[src/design/anr_pkg.sv]
/*
 * anr_pkg: offsets, field layouts, masks, reset values and mode codes
 * shared by the auto-negotiation ability register bank.
 * assumes: byte-wide host bus, one register byte per address.
 */
package anr_pkg;

  // ***************************************************
  // register offsets (byte addresses on the host bus)
  // ***************************************************
  localparam int ADDR_W = 6;
  localparam logic [5:0] OFS_ADV_LO = 6'h08;
  localparam logic [5:0] OFS_ADV_HI = 6'h09;
  localparam logic [5:0] OFS_LP_LO = 6'h0A;
  localparam logic [5:0] OFS_LP_HI = 6'h0B;
  localparam logic [5:0] OFS_EXP_LO = 6'h0C;
  localparam logic [5:0] OFS_EXP_HI = 6'h0D;
  localparam logic [5:0] OFS_EXT_LO = 6'h1E;
  localparam logic [5:0] OFS_EXT_HI = 6'h1F;

  // ***************************************************
  // operating modes
  // ***************************************************
  localparam logic [1:0] MODE_GBE = 2'h0;
  localparam logic [1:0] MODE_SGMII_PHY = 2'h1;
  localparam logic [1:0] MODE_SGMII_MAC = 2'h2;

  // ***************************************************
  // writable / defined bit masks per layout
  // ***************************************************
  // gbe high: next page, ack, remote fault[1:0], pause[1:0]
  localparam logic [7:0] MASK_GBE_HI = 8'hF3;
  // gbe low: half duplex, full duplex
  localparam logic [7:0] MASK_GBE_LO = 8'hC0;
  // sgmii high: link status, ack, duplex, speed[1:0]
  localparam logic [7:0] MASK_SGMII_HI = 8'hDC;
  // sgmii low byte is the constant one at bit 0
  localparam logic [7:0] CONST_SGMII_LO = 8'h01;
  // mac side high byte: acknowledge only
  localparam logic [7:0] CONST_MAC_HI = 8'h40;

  // ***************************************************
  // fixed bytes and field positions
  // ***************************************************
  localparam logic [7:0] CONST_EXT_HI = 8'h80;
  localparam logic [7:0] CONST_ZERO = 8'h00;
  localparam int EXP_PAGE_RX_BIT = 1;

  // ***************************************************
  // reset values of the advertised bytes
  // ***************************************************
  localparam logic [7:0] RST_ADV_HI = 8'h00;
  localparam logic [7:0] RST_ADV_LO = 8'h00;

endpackage

[src/design/anr_pad_regs.sv]
/*
 * anr_pad_regs: (g)mii pad flip-flops, one stage each way.
 * assumes: pad inputs are source-synchronous to sys_clk, so one
 * capture flop at the pad suffices and no synchroniser is needed.
 */
`timescale 1ns/1ps
module anr_pad_regs #(
  parameter int DATA_W = 8
) (
  // clock and reset
  input wire logic sys_clk,
  input wire logic rst_b,
  // pad side, inbound
  input wire logic [DATA_W-1:0] pad_txd,
  input wire logic pad_tx_en,
  input wire logic pad_tx_er,
  // core side, inbound
  output logic [DATA_W-1:0] core_txd,
  output logic core_tx_en,
  output logic core_tx_er,
  // core side, outbound
  input wire logic [DATA_W-1:0] core_rxd,
  input wire logic core_rx_dv,
  input wire logic core_rx_er,
  input wire logic core_col,
  input wire logic core_crs,
  // pad side, outbound
  output logic [DATA_W-1:0] pad_rxd,
  output logic pad_rx_dv,
  output logic pad_rx_er,
  output logic pad_col,
  output logic pad_crs
);

  // ***************************************************
  // pad registers
  // ***************************************************
  always_ff @(posedge sys_clk or negedge rst_b) begin
    if (!rst_b) begin
      core_txd <= '0;
      core_tx_en <= 1'b0;
      core_tx_er <= 1'b0;
      pad_rxd <= '0;
      pad_rx_dv <= 1'b0;
      pad_rx_er <= 1'b0;
      pad_col <= 1'b0;
      pad_crs <= 1'b0;
    end else begin
      core_txd <= pad_txd;
      core_tx_en <= pad_tx_en;
      core_tx_er <= pad_tx_er;
      pad_rxd <= core_rxd;
      pad_rx_dv <= core_rx_dv;
      pad_rx_er <= core_rx_er;
      pad_col <= core_col;
      pad_crs <= core_crs;
    end
  end

endmodule // anr_pad_regs

[src/design/anr_ability_regs.sv]
/*
 * anr_ability_regs: auto-negotiation ability, expansion and extended
 * status bytes of the pcs management map, plus the (g)mii pad flops.
 * assumes: host bus strobes and the negotiation engine inputs are on
 * sys_clk; cfg_mode is static configuration.
 */
`timescale 1ns/1ps

// Contract
// adv high byte writable in gbe and phy side, layout set by mode
// adv low byte writable in gbe only; mac side makes both adv bytes constants
// partner high byte read-only, layout per gbe or sgmii
// partner low byte read-only; gbe duplex bits, sgmii reads one
// upper expansion byte always reads zero
// lower expansion byte: bits 7:3, 2 and 0 read zero
// page received bit latches on arrival, cleared by host read
// upper extended status reads 0x80 only
// lower extended status reads zero
// (g)mii data passes through pad flip-flops both ways
// mode picks layout and access; writes to fixed bits ignored
// host accesses one byte per address
module anr_ability_regs #(
  parameter int DATA_W = 8
) (
  // clock and reset
  input wire logic sys_clk,
  input wire logic rst_b,
  // configuration
  input wire logic [1:0] cfg_mode,
  // host bus
  input wire logic [anr_pkg::ADDR_W-1:0] host_addr,
  input wire logic host_wr,
  input wire logic host_rd,
  input wire logic [7:0] host_wdata,
  output logic [7:0] host_rdata,
  // negotiation engine
  input wire logic [7:0] partner_hi,
  input wire logic [7:0] partner_lo,
  input wire logic page_rx,
  // advertised bytes toward the engine
  output logic [7:0] adv_hi,
  output logic [7:0] adv_lo,
  // (g)mii pads
  input wire logic [DATA_W-1:0] pad_txd,
  input wire logic pad_tx_en,
  input wire logic pad_tx_er,
  output logic [DATA_W-1:0] core_txd,
  output logic core_tx_en,
  output logic core_tx_er,
  input wire logic [DATA_W-1:0] core_rxd,
  input wire logic core_rx_dv,
  input wire logic core_rx_er,
  input wire logic core_col,
  input wire logic core_crs,
  output logic [DATA_W-1:0] pad_rxd,
  output logic pad_rx_dv,
  output logic pad_rx_er,
  output logic pad_col,
  output logic pad_crs
);

  // ***************************************************
  // mode decode
  // ***************************************************
  wire logic mode_gbe;
  wire logic mode_mac;
  wire logic [7:0] adv_hi_mask;
  wire logic [7:0] adv_lo_mask;
  wire logic [7:0] lp_hi_mask;

  assign mode_gbe = (cfg_mode == anr_pkg::MODE_GBE);
  assign mode_mac = (cfg_mode == anr_pkg::MODE_SGMII_MAC);
  // mac side stores nothing: both masks are empty
  assign adv_hi_mask = mode_gbe ? anr_pkg::MASK_GBE_HI :
                       mode_mac ? anr_pkg::CONST_ZERO :
                       anr_pkg::MASK_SGMII_HI;
  assign adv_lo_mask = mode_gbe ? anr_pkg::MASK_GBE_LO :
                       anr_pkg::CONST_ZERO;
  assign lp_hi_mask = mode_gbe ? anr_pkg::MASK_GBE_HI :
                      anr_pkg::MASK_SGMII_HI;

  // ***************************************************
  // address decode
  // ***************************************************
  wire logic sel_adv_lo;
  wire logic sel_adv_hi;
  wire logic sel_lp_lo;
  wire logic sel_lp_hi;
  wire logic sel_exp_lo;
  wire logic sel_exp_hi;
  wire logic sel_ext_lo;
  wire logic sel_ext_hi;

  assign sel_adv_lo = (host_addr == anr_pkg::OFS_ADV_LO);
  assign sel_adv_hi = (host_addr == anr_pkg::OFS_ADV_HI);
  assign sel_lp_lo = (host_addr == anr_pkg::OFS_LP_LO);
  assign sel_lp_hi = (host_addr == anr_pkg::OFS_LP_HI);
  assign sel_exp_lo = (host_addr == anr_pkg::OFS_EXP_LO);
  assign sel_exp_hi = (host_addr == anr_pkg::OFS_EXP_HI);
  assign sel_ext_lo = (host_addr == anr_pkg::OFS_EXT_LO);
  assign sel_ext_hi = (host_addr == anr_pkg::OFS_EXT_HI);

  // ***************************************************
  // advertised ability storage
  // ***************************************************
  logic [7:0] adv_hi_q;
  logic [7:0] adv_lo_q;
  logic [7:0] adv_hi_d;
  logic [7:0] adv_lo_d;

  // only the defined bits are stored, so a mode change cannot expose
  // stale bits of another layout
  assign adv_hi_d = (host_wr && sel_adv_hi) ?
                    (host_wdata & adv_hi_mask) : (adv_hi_q & adv_hi_mask);
  assign adv_lo_d = (host_wr && sel_adv_lo) ?
                    (host_wdata & adv_lo_mask) : (adv_lo_q & adv_lo_mask);

  always_ff @(posedge sys_clk or negedge rst_b) begin
    if (!rst_b) begin
      adv_hi_q <= anr_pkg::RST_ADV_HI;
      adv_lo_q <= anr_pkg::RST_ADV_LO;
    end else begin
      adv_hi_q <= adv_hi_d;
      adv_lo_q <= adv_lo_d;
    end
  end

  // ***************************************************
  // presented views
  // ***************************************************
  wire logic [7:0] adv_hi_view;
  wire logic [7:0] adv_lo_view;
  wire logic [7:0] lp_hi_view;
  wire logic [7:0] lp_lo_view;
  wire logic [7:0] exp_lo_view;

  assign adv_hi_view = mode_mac ? anr_pkg::CONST_MAC_HI :
                       adv_hi_q;
  assign adv_lo_view = mode_gbe ? adv_lo_q :
                       anr_pkg::CONST_SGMII_LO;
  assign lp_hi_view = partner_hi & lp_hi_mask;
  assign lp_lo_view = mode_gbe ? (partner_lo & anr_pkg::MASK_GBE_LO) :
                      anr_pkg::CONST_SGMII_LO;
  assign adv_hi = adv_hi_view;
  assign adv_lo = adv_lo_view;

  // ***************************************************
  // page received flag
  // ***************************************************
  logic page_flag_q;
  logic page_flag_d;
  wire logic rd_exp_lo;

  assign rd_exp_lo = host_rd && sel_exp_lo;
  // a page arriving during the clearing read is kept
  assign page_flag_d = page_rx ? 1'b1 :
                       rd_exp_lo ? 1'b0 : page_flag_q;

  always_ff @(posedge sys_clk or negedge rst_b) begin
    if (!rst_b) begin
      page_flag_q <= 1'b0;
    end else begin
      page_flag_q <= page_flag_d;
    end
  end

  // next page ability and reserved bits stay zero
  assign exp_lo_view = {5'h00, 1'b0, page_flag_q, 1'b0};

  // ***************************************************
  // read mux and data register
  // ***************************************************
  logic [7:0] rdata_q;
  logic [7:0] rdata_d;
  wire logic [7:0] rd_mux;

  assign rd_mux = sel_adv_lo ? adv_lo_view :
                  sel_adv_hi ? adv_hi_view :
                  sel_lp_lo ? lp_lo_view :
                  sel_lp_hi ? lp_hi_view :
                  sel_exp_lo ? exp_lo_view :
                  sel_exp_hi ? anr_pkg::CONST_ZERO :
                  sel_ext_lo ? anr_pkg::CONST_ZERO :
                  sel_ext_hi ? anr_pkg::CONST_EXT_HI :
                  anr_pkg::CONST_ZERO;
  // single byte per access; no auto increment across bytes
  assign rdata_d = host_rd ? rd_mux : rdata_q;

  always_ff @(posedge sys_clk or negedge rst_b) begin
    if (!rst_b) begin
      rdata_q <= anr_pkg::CONST_ZERO;
    end else begin
      rdata_q <= rdata_d;
    end
  end

  assign host_rdata = rdata_q;

  // ***************************************************
  // (g)mii pad flops
  // ***************************************************
  anr_pad_regs #(
    .DATA_W(DATA_W)
  ) u_pads (
    .sys_clk(sys_clk),
    .rst_b(rst_b),
    .pad_txd(pad_txd),
    .pad_tx_en(pad_tx_en),
    .pad_tx_er(pad_tx_er),
    .core_txd(core_txd),
    .core_tx_en(core_tx_en),
    .core_tx_er(core_tx_er),
    .core_rxd(core_rxd),
    .core_rx_dv(core_rx_dv),
    .core_rx_er(core_rx_er),
    .core_col(core_col),
    .core_crs(core_crs),
    .pad_rxd(pad_rxd),
    .pad_rx_dv(pad_rx_dv),
    .pad_rx_er(pad_rx_er),
    .pad_col(pad_col),
    .pad_crs(pad_crs)
  );
endmodule // anr_ability_regs

[config.mk]
export PLATFORM = sky130hd
export DESIGN_NAME = anr_ability_regs
export DESIGN_NICKNAME = d
export VERILOG_FILES = /design/src/design/anr_pkg.sv /design/src/design/anr_pad_regs.sv /design/src/design/anr_ability_regs.sv
export SDC_FILE = /design/constraint.sdc
export NUM_CORES = 1
export LEC_CHECK = 0
export BUFFER_PORTS_ARGS = -buffer_cell sky130_fd_sc_hd__buf_2
export CAP_MARGIN = 20
export CORE_MARGIN = 8
export CORE_UTILIZATION = 43
export DETAILED_ROUTE_END_ITERATION = 16
export PLACE_DENSITY_LB_ADDON = 0.05
export SLEW_MARGIN = 20
export SYNTH_ARGS = -nofsm -noshare
export SYNTH_HDL_FRONTEND = slang
export SYNTH_SLANG_ARGS = --single-unit
[constraint.sdc]
create_clock -name sys_clk -period 1.3 [get_ports sys_clk]
set_clock_uncertainty 0.05 [all_clocks]
set_input_delay 0.065 -clock sys_clk [delete_from_list [all_inputs] [get_ports sys_clk]]
set_output_delay 0.065 -clock sys_clk [all_outputs]
set_load 0.01 [all_outputs]
# Word-level counts from Yosys, hierarchy flattened
# Cells that the tools add are included.
[word_totals]
regBits = 47
inputBits = 59
elab_cells = 50
[classes]
eq_ne = 9
n_mux = 19
n_bitwise = 5
n_reduce_logical = 5
[ops]
columns = ["op", "n"]
rows = [
  ["8-bit two-way mux", 16],
  ["8-bit AND", 5],
  ["6-bit by 4-bit == test with 1-bit output (second input constant)", 6],
  ["6-bit by 5-bit == test with 1-bit output (second input constant)", 2],
  ["6-bit two-way mux", 1],
  ["1-bit logical AND", 3],
  ["2-bit == test (second input constant)", 1],
  ["2-bit logical NOT", 1],
  ["1-bit two-way mux", 2],
  ["2-bit nonzero test", 1],
]

# Longest topological paths before layout
# Gate-level depths: netlist of the first run.
[depth]
ltp_word = 9
ltp_mapped = 5
mapped_depth_nobuf = 5

# Hierarchy
# Synthesis of the first run repeated with hierarchy kept, for this count alone.
[unflattened]
cells_unflattened = 155
area_unflattened_um2 = 1725.4
[by_module_without_submodules]
columns = ["mod", "n_inst", "cells_per_inst", "area_each_um2", "seq_area_each_um2"]
rows = [
  ["anr_ability_regs", 1, 133, 1174.9, 475.5],
  ["anr_pad_regs", 1, 22, 550.5, 550.5],
]

# Least setup slack after synthesis of the first run
# Ideal clock, no wire load.
[synth_timing]
kind = "input port to flip-flop"
from = "in host_addr[5] (netlist name)"
to = "reg rdata_q[2], in the netlist host_rdata[2]"
setup_time_ps = 80
t_arrival_ps = 876
required_ps = 1170
setup_slack_ps = 294
cell_stages = 5
path_buffers = 1
path_cell_list = "nor4b_4 > buf_6 > nand3_4 > o21bai_4 > o22ai_2"
[synth_between]
elab_chain_cells = 8
elab_cells_between_ends = 14
classes_between = "eq/ne: 7; mux: 7"
[synth_lines]
columns = ["element", "line", "rtl"]
rows = [
  ["start: declaration", "anr_ability_regs.sv:31", "input wire logic [anr_pkg::ADDR_W-1:0] host_addr,"],
  ["6-bit by 5-bit == test with 1-bit output", "anr_ability_regs.sv:100", "assign sel_ext_lo = (host_addr == anr_pkg::OFS_EXT_LO);"],
  ["8-bit two-way mux", "anr_ability_regs.sv:183", "sel_ext_lo ? anr_pkg::CONST_ZERO :"],
  ["8-bit two-way mux", "anr_ability_regs.sv:182", "sel_exp_hi ? anr_pkg::CONST_ZERO :"],
  ["8-bit two-way mux", "anr_ability_regs.sv:181", "sel_exp_lo ? exp_lo_view :"],
  ["8-bit two-way mux", "anr_ability_regs.sv:180", "sel_lp_hi ? lp_hi_view :"],
  ["8-bit two-way mux", "anr_ability_regs.sv:179", "sel_lp_lo ? lp_lo_view :"],
  ["8-bit two-way mux", "anr_ability_regs.sv:178", "sel_adv_hi ? adv_hi_view :"],
  ["8-bit two-way mux (*)", "anr_ability_regs.sv:177", "assign rd_mux = sel_adv_lo ? adv_lo_view :"],
  ["end signal: assignment", "anr_ability_regs.sv:191", "rdata_q <= anr_pkg::CONST_ZERO;"],
  ["end signal: assignment", "anr_ability_regs.sv:193", "rdata_q <= rdata_d;"],
  ["end: declaration", "anr_ability_regs.sv:173", "logic [7:0] rdata_q;"],
]
# Every way passes the cells marked *; elsewhere a longest branch is shown, timed or not.
# A chain may end at the register's enable or synchronous reset.

# Worst setup path in the final report of the first run
[layout_timing]
from = "reg adv_hi_q[7]"
to = "out adv_hi[7]"
[layout_between]
elab_chain_cells = 1
[layout_lines]
columns = ["element", "line", "rtl"]
rows = [
  ["start: declaration", "anr_ability_regs.sv:106", "logic [7:0] adv_hi_q;"],
  ["start signal: assignment", "anr_ability_regs.sv:120", "adv_hi_q <= anr_pkg::RST_ADV_HI;"],
  ["start signal: assignment", "anr_ability_regs.sv:123", "adv_hi_q <= adv_hi_d;"],
  ["8-bit two-way mux", "anr_ability_regs.sv:137", "assign adv_hi_view = mode_mac ? anr_pkg::CONST_MAC_HI :"],
  ["end: declaration", "anr_ability_regs.sv:41", "output logic [7:0] adv_hi,"],
]
# No other way between the ends.

==> results of run 1 <==
cell families (layout without fill, tap and decap cells):
family / Yosys count / in the layout / synth area share
simple gates: 58 / 58 / 0.1839
flops: 41 / 41 / 0.5824
compound gates: 33 / 33 / 0.1342
buf+inv: 20 / 158 / 0.06392
mux: 5 / 5 / 0.02841
other cells: 1 / 5 / 0.002129
xor+xnor: 1 / 1 / 0.004972
layout make-up:
| cell class | instances | area (um^2) |
|---|---|---|
| fillers | 310 | 1195 |
| flip-flops and latches | 41 | 1026 |
| repair buffers | 142 | 933.4 |
| multi-input cells | 102 | 638.1 |
| clock buffers | 5 | 68.82 |
| well taps | 50 | 62.56 |
| inverters | 8 | 30.03 |
| clock inverters | 3 | 17.52 |
registers in the layout (all words and copies together), names as in the netlist:
name / cells
adv_hi_q: 8
adv_lo_q: 2
host_rdata: 8
page_flag_q: 1
u_pads.core_tx_en: 1
u_pads.core_tx_er: 1
u_pads.core_txd: 8
u_pads.pad_col: 1
u_pads.pad_crs: 1
u_pads.pad_rx_dv: 1
u_pads.pad_rx_er: 1
u_pads.pad_rxd: 8
critical path, cell delays in order, from the launching register on:
cell     delay [ns]
dfrtp_1        0.41
and2_1         0.15
buf_2          0.13
worst paths after layout:
kind	end	startpoint
worst min register to register	page_flag_q$_DFFE_PN0P_	page_flag_q$_DFFE_PN0P_
worst max register to register	host_rdata[0]$_DFFE_PN0P_	adv_hi_q[0]$_DFF_PN0_
max in group asynchronous	u_pads.core_txd[3]$_DFF_PN0_	rst_b
min in group asynchronous	u_pads.pad_rxd[6]$_DFF_PN0_	rst_b
worst max-delay path	adv_hi[7]	adv_hi_q[7]$_DFF_PN0_
worst min-delay path	host_rdata[6]$_DFFE_PN0P_	partner_hi[6]
cells in the final DEF, fill, tap and decap left out, types with 3 or more instances in the layout:
master	instances
buf_2	93
dlygate4sd3_1	35
inv_1	7
o22ai_1	3
nand3_1	3
and3_1	4
a21oi_1	8
conb_1	5
and2_1	8
dfrtp_1	41
buf_4	13
o21ai_0	7
nor2b_1	4
mux2i_1	5
clkbuf_8	5
nand2_1	24
nor2_1	5
nand2b_1	3
timing repair:
action,in CTS,in global routing
hold buffers,35,0
gates resized for setup,0,0
endpoints found under the hold margin,55,0
setup endpoints to repair,0,0
per-stage QoR:
step                total power, uW  worst slack (ns)  instance area (um^2)  cells  utilization
global route                   2679            0.1477                  2776    351       0.6991
finish                         2551            0.2020                  2776    351       0.6991
detailed placement             1680           0.01181                  2340    308       0.5892
CTS                            2580            0.1900                  2776    351       0.6991
floorplan                      1485            0.2937                  1777    163            -
global placement               1675           0.01645                  2340    308       0.5892
power breakdown:
part / leakage [uW] / internal [uW] / switching [uW]
clock: 0.0000439 / 370 / 446
sequential: 0.000513 / 1320 / 12.4
combinational: 0.000846 / 213 / 192
per-layer routing:
layer | vias up | GRT usage
li1 | 806 | -
met1 | 761 | 0.1739
met2 | 65 | 0.2829
met3 | 6 | 0.07095
met4 | 0 | 0.04909
met5 | - | 0
==> flow_summary.ini, run 1 <==
[grt]
grt_first_pass_wirelength_um = 8224
grt_pass1_vias = 1737
antenna_found_initial = 0
grt_max_degree = 23
grt_remaining_overflow = 0
track_usage = 0.1631

[synthesis]
synth_top_cell_by_area = dfrtp_1
synth_area_mm2 = 0.001762
synth_ff_type = dfrtp_1
synth_commonest_cells = 41 x dfrtp_1, 24 x nand2_1, 8 x a21oi_1, 8 x and2_1
ys_top_cells_by_area = dfrtp_1 58%, nand2_1 5.1%, buf_4 3.0%
yosysMostFrequentCell = dfrtp_1
synth_cell_type_count = 38
syn_area_per_cell_um2 = 11.08
synth_async_sr_flop_share = 1.000
yosysWarnings = 0
synth_cells = 159
ys_seq_elements = 41
synth-edff-count = 0
synth_top_area_frac = 0.5824
seq_area_frac_synth = 0.5824

[route]
viasPerCell = 4.667
via_count = 1638
drt-total-wl_um = 5097
wl_per_cell_um = 14.52
drc = 0
dr_wl_met2_um = 2602
firstDrtPassIters = 4
wl_met1_um = 1936
met3_wirelength_um = 505
antenna_left = 0
drtIter0Drc = 54
top_layer = met4

[die]
die_w_um = 80.01
start_util = 0.4436
ioPinCount = 105
num_rows = 23
die_h_um = 80.01
core_mm2 = 0.003971
dieArea_mm2 = 0.006401

[critical_path]
crit_fanout = 3
cp_data_required_time_ns = 1.19
rr_worst_depth = 3
arrival_ns = 0.98
worst_setup_path_start_kind = register
r2r_slack_ns = 0.24
crit_type = register to primary output
endpoint_kind = primary output

[placement]
gp_congestion = 0.7717
portBuffers = 93
dpl.hpwl_um = 3695

[hold_path]
holdPathStages = 3
holdCritPathClass = input pin to register

[cts]
clkLatencyLatePin_ns = 0.29
cts.reportedPaths.clkPinSlew_ns = 0.08
tritoncts = yes
cts_setup_buffers = 0
cts-htree-levels = 2
cts_buffers = 5
cts_root_buf = clkbuf_8
cts_max_path_buffers = 2
cts.sinks = 41

[cells_and_area]
antenna_cells = 0
area.growth.synth_to_final_pct = 57.60
nNetsFinal = 359
drive_above_1_share = 0.4120

[timing]
rsz0062_at_grt = false
fmax_mhz = 910.7
hold_slack_ns = 0.04279
finalHoldViolations = 0
tns_ns = 0
drv_slew = 0
fin_crit_ns = 1.098
setup_viol = 0
finalCritPeriodShare = 0.8446

[pwr]
p_per_area_mw_per_mm2 = 918.7
ir_worst_vdd_mv = 0.8859
p_leak_uw = 0.001403

[run_status]
status = finished, final reports clean

[run]
drv_cap = 0
Note: power is estimated with default switching activity, not from simulation.
==> run 2, diff against run 1 <==
- clock period: 1.3 -> 1.05 ns (I/O delays scaled with it)
==> flow_summary.ini, run 2 (synthesized netlist as in run 1, its figures left out) <==
[hold_path]
holdPathEnd = host_rdata[6]$_DFFE_PN0P_
hp-start = partner_hi[6]
holdCritPathClass = input pin to register
holdPathStages = 3

[placement]
dp_slack_ns = -0.2620
portBuffers = 93
placed_cell_area_mm2 = 0.002437
dpl.hpwl_um = 3707
gp_congestion = 0.7647

[route]
drtIter0Drc = 74
wl_per_cell_um = 14.91
drc = 0
firstDrtPassIters = 4
viasPerCell = 4.643
drt-total-wl_um = 5561
antenna_left = 0
via_count = 1732

[cells_and_area]
drive_above_1_share = 0.4830
fillerInstances = 265
nNetsFinal = 381
layout_common_cells = 87 x buf_2, 41 x dfrtp_1, 35 x dlygate4sd3_1
area.growth.synth_to_final_pct = 73.01
postLayoutCellArea_mm2 = 0.003048
final_common_cell = buf_2
antenna_cells = 0

[timing]
fin_crit_ns = 1.138
drv_slew = 0
layout_setup_ws_ns = -0.08830
finalCritPeriodShare = 1.084
rsz0062_at_grt = true
fmax_mhz = 878.5
finalHoldViolations = 0
setup_viol = 5

[pwr]
p_leak_uw = 0.001542
seq_power_share = 0.473
switchingPower_uw = 838.2
clkPwrFrac = 0.366
ir_worst_vdd_mv = 1.177
p_comb_frac = 0.161
p_int_uw = 2642
switching_share = 0.2408
p_per_area_mw_per_mm2 = 1142

[die]
core_mm2 = 0.003971
start_util = 0.4436
die_h_um = 80.01
die_w_um = 80.01
ioPinCount = 105
num_rows = 23
dieArea_mm2 = 0.006401

[cts]
tritoncts = yes
cts.reportedPaths.clkPinSlew_ns = 0.08
cts_max_path_buffers = 2
cts_buffers = 5
cts.sinks = 41
clkLatencyLatePin_ns = 0.29
cts_root_buf = clkbuf_8
cts-htree-levels = 2

[grt]
track_usage = 0.1773
grt_first_pass_wirelength_um = 8949
grt_max_degree = 42
antenna_found_initial = 0
grt_pass1_vias = 1846
grt_remaining_overflow = 0

[critical_path]
worst_setup_path_start_kind = register
rr_endpoint = host_rdata[0]$_DFFE_PN0P_
r2r_start = adv_hi_q[0]$_DFF_PN0_
crit_top_cell = buf_6
arrival_ns = 1.04
crit_type = register to primary output
r2r_slack_ns = -0.03
rr_worst_depth = 4
cpPeakStageDelay_ns = 0.39
cp_data_required_time_ns = 0.95
crit_slowest_cell = dfrtp_1
endpoint_kind = primary output
crit_fanout = 2
path_cells = buf_6 -> and2_4 -> buf_6
cp.buffers_inverters = 2
cp_top_family = flip-flops

[run_status]
status = complete, but fails checks
violations = negative setup slack

[run]
drv_cap = 0
## run 2: cell type report
cell class,instances,area [um^2],share of cell area
timing repair buffer,164,1147,0.3764
tap,50,62.56,0.02053
clock buffer,5,68.82,0.02258
sequential,41,1026,0.3366
multi-input combinational,102,666.9,0.2188
inverter,8,30.03,0.009852
clock inverter,3,46.29,0.01519
## run 2: how the worst max path moves through the flow
stage,start,cells past startpoint,slack [ns],end
final,adv_hi_q[0]$_DFF_PN0_,3,-0.09,adv_hi[0]
after global routing,adv_hi_q[0]$_DFF_PN0_,3,-0.13,adv_hi[0]
after CTS,adv_hi_q[0]$_DFF_PN0_,3,-0.1,adv_hi[0]
after detailed placement,host_addr[5],6,-0.26,host_rdata[1]$_DFFE_PN0P_
after global placement,host_addr[5],6,-0.23,host_rdata[1]$_DFFE_PN0P_
after floorplan,host_addr[5],5,0.06,host_rdata[2]$_DFFE_PN0P_
## run 2: power by group through the flow
stage | clock network [uW] | registers (uW) | logic, uW
detailed placement | 0 | 1680 | 436
finish | 1280 | 1650 | 559
floorplan | 0 | 1710 | 132
global placement | 0 | 1670 | 434
global route | 1370 | 1650 | 612
CTS | 1310 | 1640 | 550
## run 2: metal layers
layer	wire length (um)	GRT usage	part of all wire	up-vias
met4	14	0.04000	0.0025	0
met2	2845	0.3064	0.51	68
met1	2123	0.1934	0.38	805
met3	577	0.07995	0.10	2
li1	-	-	-	857
met5	0	0	0	-
## run 2: tightest hold or removal path, cell delays in order
cell and delay (ns):
buf_2 0.08, o22ai_1 0.09, o21ai_0 0.15
## run 2: stage by stage
step / TNS [ns] / hold WS [ns] / power (uW) / std cells / util
floorplan: 0 / -0.2931 / 1839 / 163 / -
global placement: -2.834 / -0.008447 / 2109 / 321 / 0.6137
detailed placement: -3.169 / -0.01025 / 2111 / 321 / 0.6137
CTS: -0.2042 / 0.04963 / 3503 / 371 / 0.7565
global route: -0.5252 / 0.08541 / 3630 / 373 / 0.7675
finish: -0.1333 / 0.06331 / 3481 / 373 / 0.7675
## run 2: timing repair
action,4_1_cts,5_1_grt
resized for setup,13,8
endpoints found under the hold margin,77,0
pin swaps,0,3
setup buffers,8,2
setup endpoints to repair,9,14
hold buffers,35,0
==> run 3, diff against run 2 <==
- ABC_AREA: default -> 1
==> flow_summary.ini, run 3 <==
[die]
ioPinCount = 105
dieArea_mm2 = 0.006423
die_w_um = 80.15
start_util = 0.4455
core_mm2 = 0.003971
num_rows = 23
die_h_um = 80.15

[cts]
cts-htree-levels = 2
cts_buffers = 5
cts_root_buf = clkbuf_8
cts.sinks = 41
cts.reportedPaths.clkPinSlew_ns = 0.08
cts_max_path_buffers = 2
tritoncts = yes
clkLatencyLatePin_ns = 0.29

[synthesis]
seq_area_frac_synth = 0.5799
yosys.area_share.xor_xnor = 0
synthAdderAreaFrac = 0
synth_async_sr_flop_share = 1.000
synth_top_area_frac = 0.5799
synth_top_family_by_area = simple AND/OR/NAND/NOR gates
ys_seq_elements = 41
muxShareOfSynthArea = 0
ys_top_cells_by_area = dfrtp_1 58%, nand2_1 12%, nor2_1 5.3%
synth_top_cell_by_area = dfrtp_1
synth-edff-count = 0
yosysMostFrequentCell = nand2_1
synth-compound-area-share = 0.05941
synth_cell_type_count = 22
yosysWarnings = 0
synth_commonest_cells = 57 x nand2_1, 41 x dfrtp_1, 25 x nor2_1
synth_cells = 200
syn_area_per_cell_um2 = 8.846
synth_ff_type = dfrtp_1
synth_area_mm2 = 0.001769
synthSimpleGateAreaFrac = 0.2772

[route]
antenna_left = 0
drtIter0Drc = 48
met3_wirelength_um = 499
viasPerCell = 4.533
via_count = 1845
drc = 0
wl_met1_um = 2055
firstDrtPassIters = 5
dr_wl_met2_um = 2969
drt-total-wl_um = 5596
top_layer = met4
wl_per_cell_um = 13.75

[cells_and_area]
area.growth.synth_to_final_pct = 72.14
final_common_cell = buf_2
final_core_utilization = 0.7669
drive_above_1_share = 0.4538
layout_common_cells = 85 x buf_2, 50 x nand2_1, 41 x dfrtp_1
postLayoutCellArea_mm2 = 0.003045
antenna_cells = 0
nNetsFinal = 416

[critical_path]
endpoint_kind = primary output
crit_type = register to primary output
worst_setup_path_start_kind = register
cp_data_required_time_ns = 0.95
arrival_ns = 1.04
crit_fanout = 2

[grt]
grt_pass1_vias = 1881
grt_max_degree = 42
grt_remaining_overflow = 0
antenna_found_initial = 0
grt_first_pass_wirelength_um = 8562
track_usage = 0.1692

[placement]
dpl.hpwl_um = 3953
portBuffers = 93
gp_congestion = 0.8718
placed_cell_area_mm2 = 0.002459

[timing]
finalHoldViolations = 0
drv_slew = 0
fmax_mhz = 872.9
setup_viol = 6
rsz0062_at_grt = true
tns_ns = -0.2150
finalCritPeriodShare = 1.091
layout_setup_ws_ns = -0.09565
fin_crit_ns = 1.146

[hold_path]
holdCritPathClass = input pin to register

[pwr]
power_uw = 3386
ir_worst_vdd_mv = 0.7787
p_per_area_mw_per_mm2 = 1112
p_leak_uw = 0.001688

[run_status]
violations = negative setup slack
status = complete, but fails checks

[run]
drv_cap = 0
==> run 3: what timing repair did <==
action / CTS / global route
gates resized for setup: 12 / 26
setup endpoints to repair: 10 / 17
pin swaps: 2 / 9
cloned: 0 / 0
hold endpoints to repair: 73 / 0
hold buffers: 33 / 0
buffers inserted: 6 / 3
==> run 3: routing by layer <==
layer,GRT usage,up-vias
met4,0.05636,0
met1,0.1835,854
met3,0.05469,6
met5,0,-
li1,-,922
met2,0.3015,63
==> run 3: final cells by class <==
type | count | area (um^2)
tap | 50 | 62.56
timing repair buffer | 153 | 1072
multi-input combinational | 130 | 683.2
clock inverter | 2 | 35.03
fill | 302 | 925.9
sequential | 41 | 1026
inverter | 26 | 97.59
clock buffer | 5 | 68.82
==> run 3: path summary, 6_finish.rpt <==
check | cells past startpoint | endpoint | from | slack [ns]
max | 3 | adv_hi[1] | adv_hi_q[1]$_DFF_PN0_ | -0.1
min | 3 | adv_lo_q[7]$_DFF_PN0_ | host_wr | 0.02
max reg2reg | 7 | host_rdata[0]$_DFFE_PN0P_ | adv_hi_q[0]$_DFF_PN0_ | 0.01
min reg2reg | 2 | host_rdata[1]$_DFFE_PN0P_ | host_rdata[1]$_DFFE_PN0P_ | 0.43
max in group asynchronous | 3 | adv_hi_q[1]$_DFF_PN0_ | rst_b | 0.55
min in group asynchronous | 3 | page_flag_q$_DFFE_PN0P_ | rst_b | 0.20
==> run 3: report_power, final <==
part | switching [uW] | internal, uW
Sequential | 15.1 | 1630
Clock | 526 | 691
Combinational | 257 | 264
Total | 798 | 2590
==> run 3: through the flow <==
| stage | setup WS [ns] | hold slack [ns] | std cells |
|---|---|---|---|
| after floorplan | 0.1142 | -0.2931 | 204 |
| after global placement | -0.08550 | -0.008770 | 364 |
| after detailed placement | -0.1233 | -0.01126 | 364 |
| after CTS | -0.08766 | 0.001584 | 404 |
| after global routing | -0.1162 | 0.02434 | 407 |
| final | -0.09565 | 0.01878 | 407 |
==> run 3: kinds of logic (layout without fill, tap and decap cells) <==
family	Yosys count	count (layout)
buf+inv	33	186
other cells	1	5
simple gates	106	106
compound gates	19	19
flops	41	41
==> run 3: worst max-delay path: stages, from the launching register on <==
cell and delay, ns:
dfrtp_1 0.38, and2_4 0.16, buf_6 0.10, buf_6 0.11
